<file path="src/core/smc_cfg.svh">
// Register offsets, field positions, reset values and timing counts.
`ifndef SMC_CFG_SVH
`define SMC_CFG_SVH
`define SMC_OFS_CTRL     32'h0000_0000
`define SMC_OFS_ACMP     32'h0000_0004
`define SMC_OFS_STAT     32'h0000_0008
`define SMC_ARM_BIT      0
`define SMC_MODE_LSB     1
`define SMC_MODE_MSB     3
`define SMC_ACMP_OFF_BIT 0
`define SMC_CTRL_RST     4'h0
`define SMC_ACMP_RST     1'b0
`define SMC_HALT_CYC     16'h0004
`define SMC_STBY_CYC     16'h0006
`define SMC_UNIT_DEF     1024
`endif

</file>
<file path="src/core/smc_pkg.sv">
// Types shared by the sleep mode controller files.
package smc_pkg;
  typedef enum logic [1:0] {
    SMC_ACTIVE = 2'b00,
    SMC_SLEEP  = 2'b01,
    SMC_WAKE   = 2'b11,
    SMC_HALT   = 2'b10
  } smc_state_t;
  typedef enum logic [2:0] {
    SMC_M_IDLE  = 3'b000,
    SMC_M_PDOWN = 3'b010,
    SMC_M_PSAVE = 3'b011,
    SMC_M_STBY  = 3'b110,
    SMC_M_XSTBY = 3'b111
  } smc_mode_t;
  typedef struct packed {
    logic [3:0]  ext_irq_lower_lines;
    logic [3:0]  ext_irq_upper_lines;
    logic [3:0]  ext_upper_level_sense;
    logic [12:0] pin_change_irqs;
    logic        twi_addr_match;
    logic        wdt_irq;
    logic        usb_bus_wake_irq;
    logic        usb_frame_start_irq;
    logic        usb_sync_irq;
    logic        mem_ready_irq;
    logic        comparator_irq;
    logic        other_io_irq;
  } smc_wake_t;
  typedef struct packed {
    logic cpu;
    logic flash;
    logic io;
    logic osc;
  } smc_clk_en_t;
endpackage

</file>
<file path="src/core/smc_sync.sv">
// Two-flop synchroniser for pin-level inputs, one per bit.
`timescale 1ns/100ps
module smc_sync #(
  parameter int W = 1
) (
  input  wire logic         hclk,
  input  wire logic         hresetn,
  input  wire logic [W-1:0] din,
  output logic      [W-1:0] dout
);
  genvar i;
  // The first stage feeds only the second stage of the same bit.
  for (i = 0; i < W; i++) begin : g_bit
    logic meta_reg;
    logic sync_reg;
    always_ff @(posedge hclk or negedge hresetn) begin
      if (!hresetn) begin
        meta_reg <= 1'b0;
        sync_reg <= 1'b0;
      end else begin
        meta_reg <= din[i];
        sync_reg <= meta_reg;
      end
    end
    assign dout[i] = sync_reg;
  end
endmodule

</file>
<file path="src/core/smc_wake_qual.sv">
// Selects which wake sources may end the current sleep mode.
`timescale 1ns/100ps
module smc_wake_qual
  import smc_pkg::*;
(
  input  wire logic      idle_mode,
  input  wire logic      comparator_off,
  input  wire smc_wake_t src,
  output logic           wake_hit
);
  logic any_idle;
  logic any_deep;
  // Idle lets every enabled source wake; deep modes only the async set.
  always_comb begin
    any_idle = (|src.ext_irq_lower_lines) | (|src.ext_irq_upper_lines)
             | (|src.pin_change_irqs) | src.twi_addr_match | src.wdt_irq
             | src.usb_bus_wake_irq | src.usb_frame_start_irq
             | src.usb_sync_irq | src.mem_ready_irq | src.other_io_irq
             | (src.comparator_irq & ~comparator_off);
    // Upper external lines count only when set for level sense.
    any_deep = (|src.ext_irq_lower_lines)
             | (|(src.ext_irq_upper_lines & src.ext_upper_level_sense))
             | (|src.pin_change_irqs) | src.twi_addr_match | src.wdt_irq
             | src.usb_bus_wake_irq;
    wake_hit = idle_mode ? any_idle : any_deep;
  end
endmodule

</file>
<file path="src/core/smc_top.sv">
// Sleep mode sequencer with its AHB-Lite register slave.
`timescale 1ns/100ps
`include "smc_cfg.svh"
// Functional notes
// - Sleep is entered only if the arm bit is set when sleep executes.
// - Mode field bits 3..1 picks idle, power-down, power-save or a standby.
// - Interrupt wake holds the core four cycles after start-up, then resumes.
// - Register file and SRAM keep their contents through sleep and wake.
// - A reset during sleep wakes the core to the reset vector unless a same-clock source is raised with it.
// - Control register bits 7..4 always read as zero.
// - Idle stops only CPU and flash clocks; I/O clock and oscillator run.
// - In idle any enabled interrupt wakes the core.
// - Comparator-off bit powers down the comparator and drops its wake.
// - Power-down stops the oscillator and every generated clock.
// - Power-down wakes only from async sources, upper lines level only.
// - Power-down wake waits a start-up period set by clock-select fuses.
// - Power-save behaves exactly like power-down.
// - Standby with crystal keeps the oscillator, wakes in six cycles.
// - Extended standby behaves like standby.
// - Deep modes ignore synchronous USB, memory-ready and other I/O.
// - I/O clock only in idle; oscillator in idle and in standby with a crystal.
module smc_top
  import smc_pkg::*;
#(
  parameter int STARTUP_UNIT = `SMC_UNIT_DEF
) (
  input  wire logic        hclk,
  input  wire logic        hresetn,
  input  wire logic        hsel,
  input  wire logic [31:0] haddr,
  input  wire logic [1:0]  htrans,
  input  wire logic        hwrite,
  input  wire logic [2:0]  hsize,
  input  wire logic [31:0] hwdata,
  input  wire logic        hready,
  output logic             hreadyout,
  output logic             hresp,
  output logic      [31:0] hrdata,
  input  wire logic        sleep_exec,
  input  wire smc_wake_t   wake_src,
  input  wire logic        sys_reset_req,
  input  wire logic        ext_crystal_sel,
  input  wire logic [3:0]  clock_select_fuses,
  output smc_clk_en_t      clk_en,
  output logic             comparator_pwr,
  output logic             core_halted,
  output logic             core_resume,
  output logic             resume_at_reset,
  output logic      [1:0]  sleep_state
);
  // Pin-side inputs pass two flops before any logic reads them.
  localparam int SW = 27;
  logic [SW-1:0] sync_in;
  logic [SW-1:0] sync_out;
  smc_wake_t     wake_s;
  logic          rst_req_s;
  logic          xtal_s;
  logic [3:0]    fuse_s;
  assign sync_in = {wake_src.ext_irq_lower_lines,
                    wake_src.ext_irq_upper_lines,
                    wake_src.pin_change_irqs,
                    sys_reset_req, ext_crystal_sel, clock_select_fuses};
  smc_sync #(.W(SW)) u_sync (
    .hclk    (hclk),
    .hresetn (hresetn),
    .din     (sync_in),
    .dout    (sync_out)
  );
  // Internal peripheral requests are on this clock and need no flops.
  always_comb begin
    wake_s = wake_src;
    wake_s.ext_irq_lower_lines = sync_out[26:23];
    wake_s.ext_irq_upper_lines = sync_out[22:19];
    wake_s.pin_change_irqs     = sync_out[18:6];
  end
  assign rst_req_s = sync_out[5];
  assign xtal_s    = sync_out[4];
  assign fuse_s    = sync_out[3:0];

  // AHB-Lite slave state.
  logic [3:0]  ctrl_reg;
  logic [3:0]  ctrl_next;
  logic        acmp_off_reg;
  logic        acmp_off_next;
  logic        wr_pend_reg;
  logic        wr_pend_next;
  logic [31:0] wr_addr_reg;
  logic [31:0] wr_addr_next;
  logic [31:0] hrdata_reg;
  logic [31:0] hrdata_next;
  logic        ap_valid;

  // Sequencer state.
  smc_state_t  state_reg;
  smc_state_t  state_next;
  logic [2:0]  mode_reg;
  logic [2:0]  mode_next;
  logic [15:0] cnt_reg;
  logic [15:0] cnt_next;
  logic        at_reset_reg;
  logic        at_reset_next;
  logic        resume_reg;
  logic        resume_next;
  smc_clk_en_t clk_reg;
  smc_clk_en_t clk_next;
  logic        wake_hit;
  logic        mode_ok;
  logic        arm;
  logic        keep_osc;
  logic [15:0] startup_load;

  assign arm = ctrl_reg[`SMC_ARM_BIT];

  // Zero-wait slave: every transfer finishes in one data phase, OKAY.
  assign hreadyout = 1'b1;
  assign hresp     = 1'b0;
  assign hrdata    = hrdata_reg;
  assign ap_valid  = hsel & hready & htrans[1];

  // Read data is captured at the address phase from current state.
  always_comb begin
    ctrl_next     = ctrl_reg;
    acmp_off_next = acmp_off_reg;
    wr_pend_next  = ap_valid & hwrite;
    wr_addr_next  = ap_valid ? haddr : wr_addr_reg;
    hrdata_next   = hrdata_reg;
    if (ap_valid && !hwrite) begin
      case (haddr)
        `SMC_OFS_CTRL: hrdata_next = {28'h000_0000, ctrl_reg};
        `SMC_OFS_ACMP: hrdata_next = {31'h0000_0000, acmp_off_reg};
        `SMC_OFS_STAT: hrdata_next = {26'h000_0000, state_reg,
                                      mode_reg, at_reset_reg};
        default:       hrdata_next = 32'h0000_0000;
      endcase
    end
    // Unmapped writes are dropped; only the low bits are stored.
    if (wr_pend_reg) begin
      case (wr_addr_reg)
        `SMC_OFS_CTRL: ctrl_next     = hwdata[3:0];
        `SMC_OFS_ACMP: acmp_off_next = hwdata[`SMC_ACMP_OFF_BIT];
        default:       ctrl_next     = ctrl_reg;
      endcase
    end
  end

  always_ff @(posedge hclk or negedge hresetn) begin
    if (!hresetn) begin
      ctrl_reg     <= `SMC_CTRL_RST;
      acmp_off_reg <= `SMC_ACMP_RST;
      wr_pend_reg  <= 1'b0;
      wr_addr_reg  <= 32'h0000_0000;
      hrdata_reg   <= 32'h0000_0000;
    end else begin
      ctrl_reg     <= ctrl_next;
      acmp_off_reg <= acmp_off_next;
      wr_pend_reg  <= wr_pend_next;
      wr_addr_reg  <= wr_addr_next;
      hrdata_reg   <= hrdata_next;
    end
  end

  smc_wake_qual u_qual (
    .idle_mode      (mode_reg == SMC_M_IDLE),
    .comparator_off (acmp_off_reg),
    .src            (wake_s),
    .wake_hit       (wake_hit)
  );

  // Reserved codes are refused like an unarmed sleep.
  always_comb begin
    case (ctrl_reg[`SMC_MODE_MSB:`SMC_MODE_LSB])
      SMC_M_IDLE, SMC_M_PDOWN, SMC_M_PSAVE,
      SMC_M_STBY, SMC_M_XSTBY: mode_ok = 1'b1;
      default:                 mode_ok = 1'b0;
    endcase
  end

  // Standby needs a crystal; without it the mode falls back to power-down.
  assign keep_osc = mode_reg[2] & mode_reg[1] & xtal_s;
  // Start-up wait scales with the fuses; the unit is a parameter.
  assign startup_load = 16'(STARTUP_UNIT * (int'(fuse_s) + 1) - 1);

  // Sequencer: arm, sleep, restart the clock, halt, then resume.
  always_comb begin
    state_next    = state_reg;
    mode_next     = mode_reg;
    cnt_next      = cnt_reg;
    at_reset_next = at_reset_reg;
    resume_next   = 1'b0;
    case (state_reg)
      SMC_ACTIVE: begin
        if (sleep_exec && arm && mode_ok) begin
          state_next    = SMC_SLEEP;
          mode_next     = ctrl_reg[`SMC_MODE_MSB:`SMC_MODE_LSB];
          at_reset_next = 1'b0;
        end
      end
      SMC_SLEEP: begin
        if (rst_req_s || wake_hit) begin
          state_next    = SMC_WAKE;
          at_reset_next = rst_req_s;
          if (keep_osc || mode_reg == SMC_M_IDLE) begin
            cnt_next = `SMC_STBY_CYC - 16'h0001;
          end else begin
            cnt_next = startup_load;
          end
        end
      end
      SMC_WAKE: begin
        if (cnt_reg == 16'h0000) begin
          state_next = SMC_HALT;
          cnt_next   = `SMC_HALT_CYC - 16'h0001;
        end else begin
          cnt_next = cnt_reg - 16'h0001;
        end
      end
      SMC_HALT: begin
        if (cnt_reg == 16'h0000) begin
          state_next  = SMC_ACTIVE;
          resume_next = 1'b1;
        end else begin
          cnt_next = cnt_reg - 16'h0001;
        end
      end
      default: state_next = SMC_ACTIVE;
    endcase
  end

  // Clock gates follow the next state so they switch with it.
  always_comb begin
    clk_next = '{cpu: 1'b1, flash: 1'b1, io: 1'b1, osc: 1'b1};
    case (state_next)
      SMC_SLEEP: begin
        clk_next.cpu   = 1'b0;
        clk_next.flash = 1'b0;
        clk_next.io    = (mode_next == SMC_M_IDLE);
        clk_next.osc   = (mode_next == SMC_M_IDLE)
                       | (mode_next[2] & mode_next[1] & xtal_s);
      end
      SMC_WAKE: begin
        clk_next.cpu   = 1'b0;
        clk_next.flash = 1'b0;
        clk_next.io    = 1'b0;
      end
      SMC_HALT: begin
        clk_next.cpu   = 1'b0;
      end
      default: clk_next = '{cpu: 1'b1, flash: 1'b1, io: 1'b1, osc: 1'b1};
    endcase
  end

  // Reset only restarts the sequencer; memories are never touched here.
  always_ff @(posedge hclk or negedge hresetn) begin
    if (!hresetn) begin
      state_reg    <= SMC_ACTIVE;
      mode_reg     <= 3'h0;
      cnt_reg      <= 16'h0000;
      at_reset_reg <= 1'b0;
      resume_reg   <= 1'b0;
      clk_reg      <= '{cpu: 1'b1, flash: 1'b1, io: 1'b1, osc: 1'b1};
    end else begin
      state_reg    <= state_next;
      mode_reg     <= mode_next;
      cnt_reg      <= cnt_next;
      at_reset_reg <= at_reset_next;
      resume_reg   <= resume_next;
      clk_reg      <= clk_next;
    end
  end

  assign clk_en          = clk_reg;
  assign comparator_pwr  = ~acmp_off_reg;
  assign core_halted     = (state_reg != SMC_ACTIVE);
  assign core_resume     = resume_reg;
  assign resume_at_reset = at_reset_reg;
  assign sleep_state     = state_reg;
endmodule

</file>
<file path="config.mk">
export PLATFORM = sky130hd
export DESIGN_NAME = smc_top
export DESIGN_NICKNAME = d
export VERILOG_FILES = /design/src/core/smc_pkg.sv /design/src/core/smc_sync.sv /design/src/core/smc_wake_qual.sv /design/src/core/smc_top.sv
export VERILOG_INCLUDE_DIRS = /design/src /design/src/core
export SDC_FILE = /design/constraint.sdc
export NUM_CORES = 1
export LEC_CHECK = 0
export BUFFER_PORTS_ARGS = -buffer_cell sky130_fd_sc_hd__clkbuf_2
export CORE_MARGIN = 2
export CORE_UTILIZATION = 56
export DETAILED_ROUTE_END_ITERATION = 8
export PLACE_DENSITY_LB_ADDON = 0.05
export SLEW_MARGIN = 0
export SYNTH_ARGS = -nofsm -noshare
export SYNTH_HDL_FRONTEND = slang
export SYNTH_HIERARCHICAL = 1
export SYNTH_SLANG_ARGS = --single-unit
</file>
<file path="constraint.sdc">
create_clock -name hclk -period 6.1 [get_ports hclk]
set_input_delay 1.22 -clock hclk [delete_from_list [all_inputs] [get_ports hclk]]
set_output_delay 1.22 -clock hclk [all_outputs]
set_load 0.01 [all_outputs]
</file>
Word level (Yosys, flattened, before mapping)

Index checks and enable logic that the tools add are counted.

Bitwise gates (word level): 26
Add/sub/neg operators: 3
Multiplexer cells: 23
Reduce and logical (&&, ||, !) cells: 26
Equal/unequal tests: 16

Operators with widths:

| operator                                              | count |
|---|---|
| equality test 32 x 3 -> 1 bit (second input constant) | 2 |
| zero test 32 bit                                      | 2 |
| 2-to-1 mux 16 bit                                     | 4 |
| case mux 16 bit (3 select lines)                      | 1 |
| equality test 32 x 4 -> 1 bit (second input constant) | 1 |
| case mux 6 bit (3 select lines)                       | 1 |
| zero test 16 bit                                      | 1 |
| OR 1 bit                                              | 16 |
| subtractor 15 x 1 -> 16 bit (second input constant)   | 1 |
| subtractor 16 x 1 -> 16 bit (second input constant)   | 1 |
| OR reduction 13 bit                                   | 1 |
| OR reduction 4 bit                                    | 3 |
| zero test 3 bit                                       | 3 |
| bitwise AND 1 bit                                     | 8 |
| equality test 2 bit (second input constant)           | 4 |
| 2-to-1 mux 1 bit                                      | 8 |
| 2-to-1 mux 2 bit                                      | 4 |
| case mux 2 bit (4 select lines)                       | 1 |
| equality test 3 x 2 -> 1 bit (second input constant)  | 2 |
| equality test 3 bit (second input constant)           | 2 |
| 2-to-1 mux 3 bit                                      | 2 |
| inequality test 2 bit (second input constant)         | 3 |
| AND reduction 3 bit                                   | 2 |
| adder 4 x 1 -> 5 bit (second input constant)          | 1 |
| other kinds (14)                                      | 20 |

Output and inout bits: 44
Word-level logic and storage cells: 162
Input port bits: 114
Register bits: 151

Logic depth before layout (Yosys ltp)

Word-level depth: 18
Mapped depth: 11
Mapped depth without buffers: 9

By module

The synthesis kept the hierarchy.

By module, submodules not included:

| module        | instances | area an instance (sq um) | cells an instance | sequential area each (sq um) |
|---|---|---|---|---|
| smc_top       | 1         | 3,784.9                  | 346               | 1,781.7 |
| smc_sync      | 1         | 1,554.0                  | 81                | 1,351.3 |
| smc_wake_qual | 1         | 100.1                    | 16                | 0.0 |

Worst setup path after synthesis

No wires, ideal clock.

Kind: input to register
From: input port wake_src[4] in the netlist's numbering
To: register cnt_reg[12]
Stages: 9
Arrival: 2.621 ns
Required time: 5.962 ns
Path buffers: 1
Library setup time: 0.138 ns
Setup slack: 3.340 ns
Path through: nor4_1 -> o2111ai_1 -> a211o_1 -> nor2_1 -> nor2_1 -> o22ai_2 -> buf_6 -> mux2i_1 -> o221ai_1

Word-level cells in the longest chain between the ends: 9

RTL lines:

| element                                | RTL line            | text |
|---|---|---|
| from (decl)                            | smc_top.sv:40       | `input wire smc_wake_t wake_src,` |
| OR 1 bit                               | smc_wake_qual.sv:17 | `\| src.usb_bus_wake_irq \| src.usb_frame_start_irq` |
| OR 1 bit (3 in a row)                  | smc_wake_qual.sv:18 | `\| src.usb_sync_irq \| src.mem_ready_irq \| src.other_io_irq` |
| OR 1 bit                               | smc_wake_qual.sv:19 | `\| (src.comparator_irq & ~comparator_off);` |
| 2-to-1 mux 1 bit                       | smc_wake_qual.sv:25 | `wake_hit = idle_mode ? any_idle : any_deep;` |
| via wake_hit                           | smc_top.sv:106      | `logic wake_hit;` |
| logical OR 1 bit                       | smc_top.sv:199      | `if (rst_req_s \|\| wake_hit) begin` |
| inequality test 2 bit (no source line) | -                   |  |
| AND reduction 3 bit (no source line)   | -                   |  |
| to (signal assigned)                   | smc_top.sv:264      | `cnt_reg <= cnt_next;` |
| to (decl)                              | smc_top.sv:98       | `logic [15:0] cnt_reg;` |

The timed path passes the listed nets, and every way through them passes these cells.
A chain may end at the register's enable or synchronous reset.

Worst setup path after layout

From: input port wake_src[21] in the netlist's numbering
To: register cnt_reg[12]

Word-level cells in the longest chain between the ends: 11

RTL lines:

| element                                | RTL line            | text |
|---|---|---|
| bitwise AND 4 bit                      | smc_wake_qual.sv:22 | `\| (\|(src.ext_irq_upper_lines & src.ext_upper_level_sense))` |
| OR reduction 4 bit                     | smc_wake_qual.sv:22 |  |
| OR 1 bit                               | smc_wake_qual.sv:22 |  |
| OR 1 bit (3 in a row)                  | smc_wake_qual.sv:23 | `\| (\|src.pin_change_irqs) \| src.twi_addr_match \| src.wdt_irq` |
| OR 1 bit                               | smc_wake_qual.sv:24 | `\| src.usb_bus_wake_irq;` |
| 2-to-1 mux 1 bit                       | smc_wake_qual.sv:25 |  |
| via wake_hit                           | smc_top.sv:106      |  |
| logical OR 1 bit                       | smc_top.sv:199      |  |
| inequality test 2 bit (no source line) | -                   |  |
| AND reduction 3 bit (no source line)   | -                   |  |

The timed path passes the listed nets, and every way through them passes these cells.

==> reports/qor_table.md <==
| Stage | Metric | Reported |
|:---|:---|:---|
| grt | Total global-route track usage | 21.5% |
| timing | Final worst path period share | 50.9% |
| die | Count of pins on the block boundary | 158 |
| timing | Clock skew | 0.0206 ns |
| yosys | Synthesized area per cell | 12.3 sq um |
| grt | Antenna violations before repair | 0 |
| grt | Final global-route overflow total | 0 |
| yosys | Leading cell type by number of instances after synthesis | sky130_fd_sc_hd__dfrtp_1 |
| yosys | Share of the yosys chip area belonging to registers | 57.6% |
| yosys | Largest area contributor in the synthesized netlist | sky130_fd_sc_hd__dfrtp_1 |
| cells and area | Number of nets in the final layout | 637 |
| detailed routing | Via-per-instance ratio | 5.29 |
| die | Horizontal die dimension | 103 microns |
| cells and area | Share of final-layout standard cells stronger than drive strength 1 | 37.5% |
| cells and area | Final-layout fill cell count | 736 |
| power and ir drop | Power density normalized to cell area | 384 nW/um^2 |
| setup path | Class of the most critical setup path | in2reg |
| die | Row Count | 35 |
| yosys | List of most frequent post-synthesis cells | sky130_fd_sc_hd__dfrtp_1, sky130_fd_sc_hd__buf_4, sky130_fd_sc_hd__mux2_2 |
| yosys | Post-Syn Instances | 443 |
| setup path | Slowest cell delay on critical path | 0.46 ns |
| yosys | Ys Warns | 6 |
| yosys | Proportion of register bits with asynchronous set or reset after synthesis | 100% |
| setup path | Category of the worst setup path capture point | flop |
| placement | Final HPWL DP | 7110 microns |
| setup path | Required time at the worst-slack endpoint | 6.47 ns |
| flow run | Number of max-capacitance violations reported | 0 |
| timing | Worst slew pin tran | 0.888 ns |
| clock network | CTS tree | yes |
| clock network | Num Clock Sinks | 125 |
| cells and area | Number of diodes | 0 |
| cells and area | Utilization after layout | 67.9% |
| die | Starting density of the core | 58.3% |
| yosys | Top cell type's share of synthesized area | 55.7% |
| detailed routing | Initial detailed-routing violation count | 186 |
| grt | First-pass GRT wire length | 16800 microns |
| detailed routing | Post-route DRC | 0 |
| clock network | Clock slew at reported path FFs | 0.06 ns |
| yosys | Post-synthesis sequential element count | 125 |
| hold path | Classification of the worst-slack hold path | reg2reg |
| yosys | Dominant register cell in the synthesized netlist | sky130_fd_sc_hd__dfrtp_1 |
| placement | Worst setup slack before clock tree synthesis | 2.50 ns |
| clock network | Skew-Pair Late Insertion Delay | 0.52 ns |
| setup path | Worst-path cell with the longest stage delay | sky130_fd_sc_hd__o22ai_2 |
| detailed routing | Pre-antenna DRT Iters | 5 |
| yosys | Distinct cell type count after synthesis | 60 |
| die | Die area | 10500 sq um |
| detailed routing | Routed Antenna Nets | 0 |
| timing | Setup-failing EPs final | 0 |
| clock network | Gates resized, CTS repair | 0 |
| timing | Max-slew headroom | 40.8% |
| yosys | Post-Syn Area | 5440 sq um |
| setup path | Worst path most repeated cell | sky130_fd_sc_hd__nor2_1 |
| timing | Clock period minus worst slack | 3.10 ns |
| timing | Slack of the critical path | 3.00 ns |
| setup path | CP arrival | 3.47 ns |
| clock network | Number of setup buffers added after CTS | 0 |
| timing | Fin Setup TNS | 0 ns |
| clock network | Clock root buffer | sky130_fd_sc_hd__clkbuf_8 |
| setup path | Worst Path Buf+Inv | 2 |
| grt | Pin count of the biggest net entering global routing | 72 |
| setup path | Series of cell instances along the critical path | clkbuf_2 -> a222oi_1 -> nand2_1 -> a211o_1 -> nor2_1 -> nor2_1 -> o22ai_2 -> buf_4 -> mux2i_1 -> o221ai_1 |
| placement | Routability-driven placement congestion ratio | 0.800 |
| detailed routing | Total vias in the final route | 3503 |
| setup path | Kind of start point of the critical path | input pin |
| placement | IO Port Bufs | 97 |
| setup path | Critical-path maximum fanout | 17 |
| cells and area | Flip-flop count of the largest register after layout | 32 |
| clock network | Hold buffer count at CTS | 0 |
| timing | Final Hold Fails | 0 |
| power and ir drop | Reported leakage power | 2.96 nW |
| clock network | Cts bufs inserted | 17 |
| cells and area | Area Overhead vs Synth | 16.5% |
| outcome | Run status | finished clean |
| yosys | Leading post-synthesis cells by cell area | sky130_fd_sc_hd__dfrtp_1, sky130_fd_sc_hd__mux2_2, sky130_fd_sc_hd__buf_4 |
| clock network | Number of H-tree branching levels | 4 |
| yosys | Count of flip-flops with a built-in enable after synthesis | 0 |
| timing | RSZ-0062 raised after global routing | no |
| die | Floorplan Core Area | 9330 sq um |
| detailed routing | Routed wirelength normalized by instance count | 15.3 microns |
| timing | Fin. max-slew vios | 0 |
| timing | Max Fclk | 322 MHz |
| detailed routing | DRT Wirelength | 10100 microns |
| power and ir drop | Maximum vdd drop | 0.179 mV |
| setup path | Delay-heaviest family, CP | compound AO/OA/AOI/OAI gates |
| grt | Via count of the first global-routing pass | 3540 |
| die | Vertical extent of the die | 103 microns |
| clock network | CTS Buffer Depth | 2 |
-- power by group --
| part | internal [mW] | total [mW] | switching (mW) |
|---|---|---|---|
| Clock | 0.652 | 1.04 | 0.393 |
| Sequential | 0.954 | 1.07 | 0.118 |
| Combinational | 0.150 | 0.316 | 0.165 |
| Total | 1.76 | 2.43 | 0.676 |
-- cells in the final DEF (no fill, tap or decap), types with 4 or more instances in the layout --
cell type                   count
sky130_fd_sc_hd__nor4_1        21
sky130_fd_sc_hd__conb_1        28
sky130_fd_sc_hd__buf_4          5
sky130_fd_sc_hd__nor2_1        20
sky130_fd_sc_hd__clkbuf_16     16
sky130_fd_sc_hd__dfrtp_1      121
sky130_fd_sc_hd__nor3_1         9
sky130_fd_sc_hd__mux2_2        43
sky130_fd_sc_hd__o22ai_2        6
sky130_fd_sc_hd__inv_1         19
sky130_fd_sc_hd__nand3_1        5
sky130_fd_sc_hd__clkbuf_2      96
sky130_fd_sc_hd__inv_8          5
sky130_fd_sc_hd__nand4_1        8
sky130_fd_sc_hd__a21oi_1       15
sky130_fd_sc_hd__nand2_1       23
sky130_fd_sc_hd__o21ai_0        8
sky130_fd_sc_hd__a31oi_1        5
sky130_fd_sc_hd__dfstp_2        4
-- metal layers --
metal | wire length (microns) | global-route usage [%] | vias up
met1 | 4200 | 25.8 | 1715
met5 | 0 | 0 | -
met4 | 209 | 9.95 | 0
met3 | 564 | 7.25 | 17
li1 | - | - | 1664
met2 | 5160 | 35.2 | 107
-- kinds of logic after synthesis --
family	share of synthesized area (%)
buffers and inverters	10.6
flip-flops	57.6
other	0.138
AND/OR/NAND/NOR	11.6
AO/OA/AOI/OAI	9.75
adder cells (fa/ha/maj)	0.690
XOR/XNOR	0.161
multiplexers	9.45
-- final timing paths --
path                                     startpoint                   endpoint  slack (ns)  cells after the start
min in group asynchronous                   hresetn   u_sync/g_bit[7].sync_reg        0.82                      1
min                        u_sync/g_bit[0].meta_reg   u_sync/g_bit[0].sync_reg        0.35                      0
min reg2reg                u_sync/g_bit[0].meta_reg   u_sync/g_bit[0].sync_reg        0.35                      0
max in group asynchronous                   hresetn  u_sync/g_bit[17].sync_reg        4.09                      2
max reg2reg                             mode_reg[2]                cnt_reg[12]        3.01                     10
max                                    wake_src[21]                cnt_reg[12]        3.00                     10
-- final cells by class --
type	count	area [sq um]	share of cell area, %
Sequential cell	125	3130	49.5
Multi-Input combinational cell	256	1830	28.8
Timing Repair Buffer	101	518	8.18
Clock buffer	18	428	6.75
Clock inverter	14	198	3.12
Tap cell	129	161	2.55
Inverter	19	71.3	1.13
-- through the flow --
stage	instances	total power [mW]	cell area [sq um]	hold WS (ns)
finish	662	2.43	6330	0.348
global route	662	2.56	6330	0.352
CTS	662	2.45	6330	0.349
detailed placement	630	1.40	5710	0.335
global placement	630	1.39	5710	0.332
floorplan	469	1.31	5540	0.331
-- worst register-to-register path: stages (launching register included) --
cell                        delay (ns)
sky130_fd_sc_hd__dfrtp_1          0.41
sky130_fd_sc_hd__nor3_1           0.47
sky130_fd_sc_hd__and2b_2          0.23
sky130_fd_sc_hd__o2111ai_1        0.15
sky130_fd_sc_hd__a211o_1          0.32
sky130_fd_sc_hd__nor2_1           0.11
sky130_fd_sc_hd__nor2_1           0.10
sky130_fd_sc_hd__o22ai_2          0.46
sky130_fd_sc_hd__buf_4            0.35
sky130_fd_sc_hd__mux2i_1          0.22
sky130_fd_sc_hd__o221ai_1         0.13
Power figures use the tool's default switching activity.
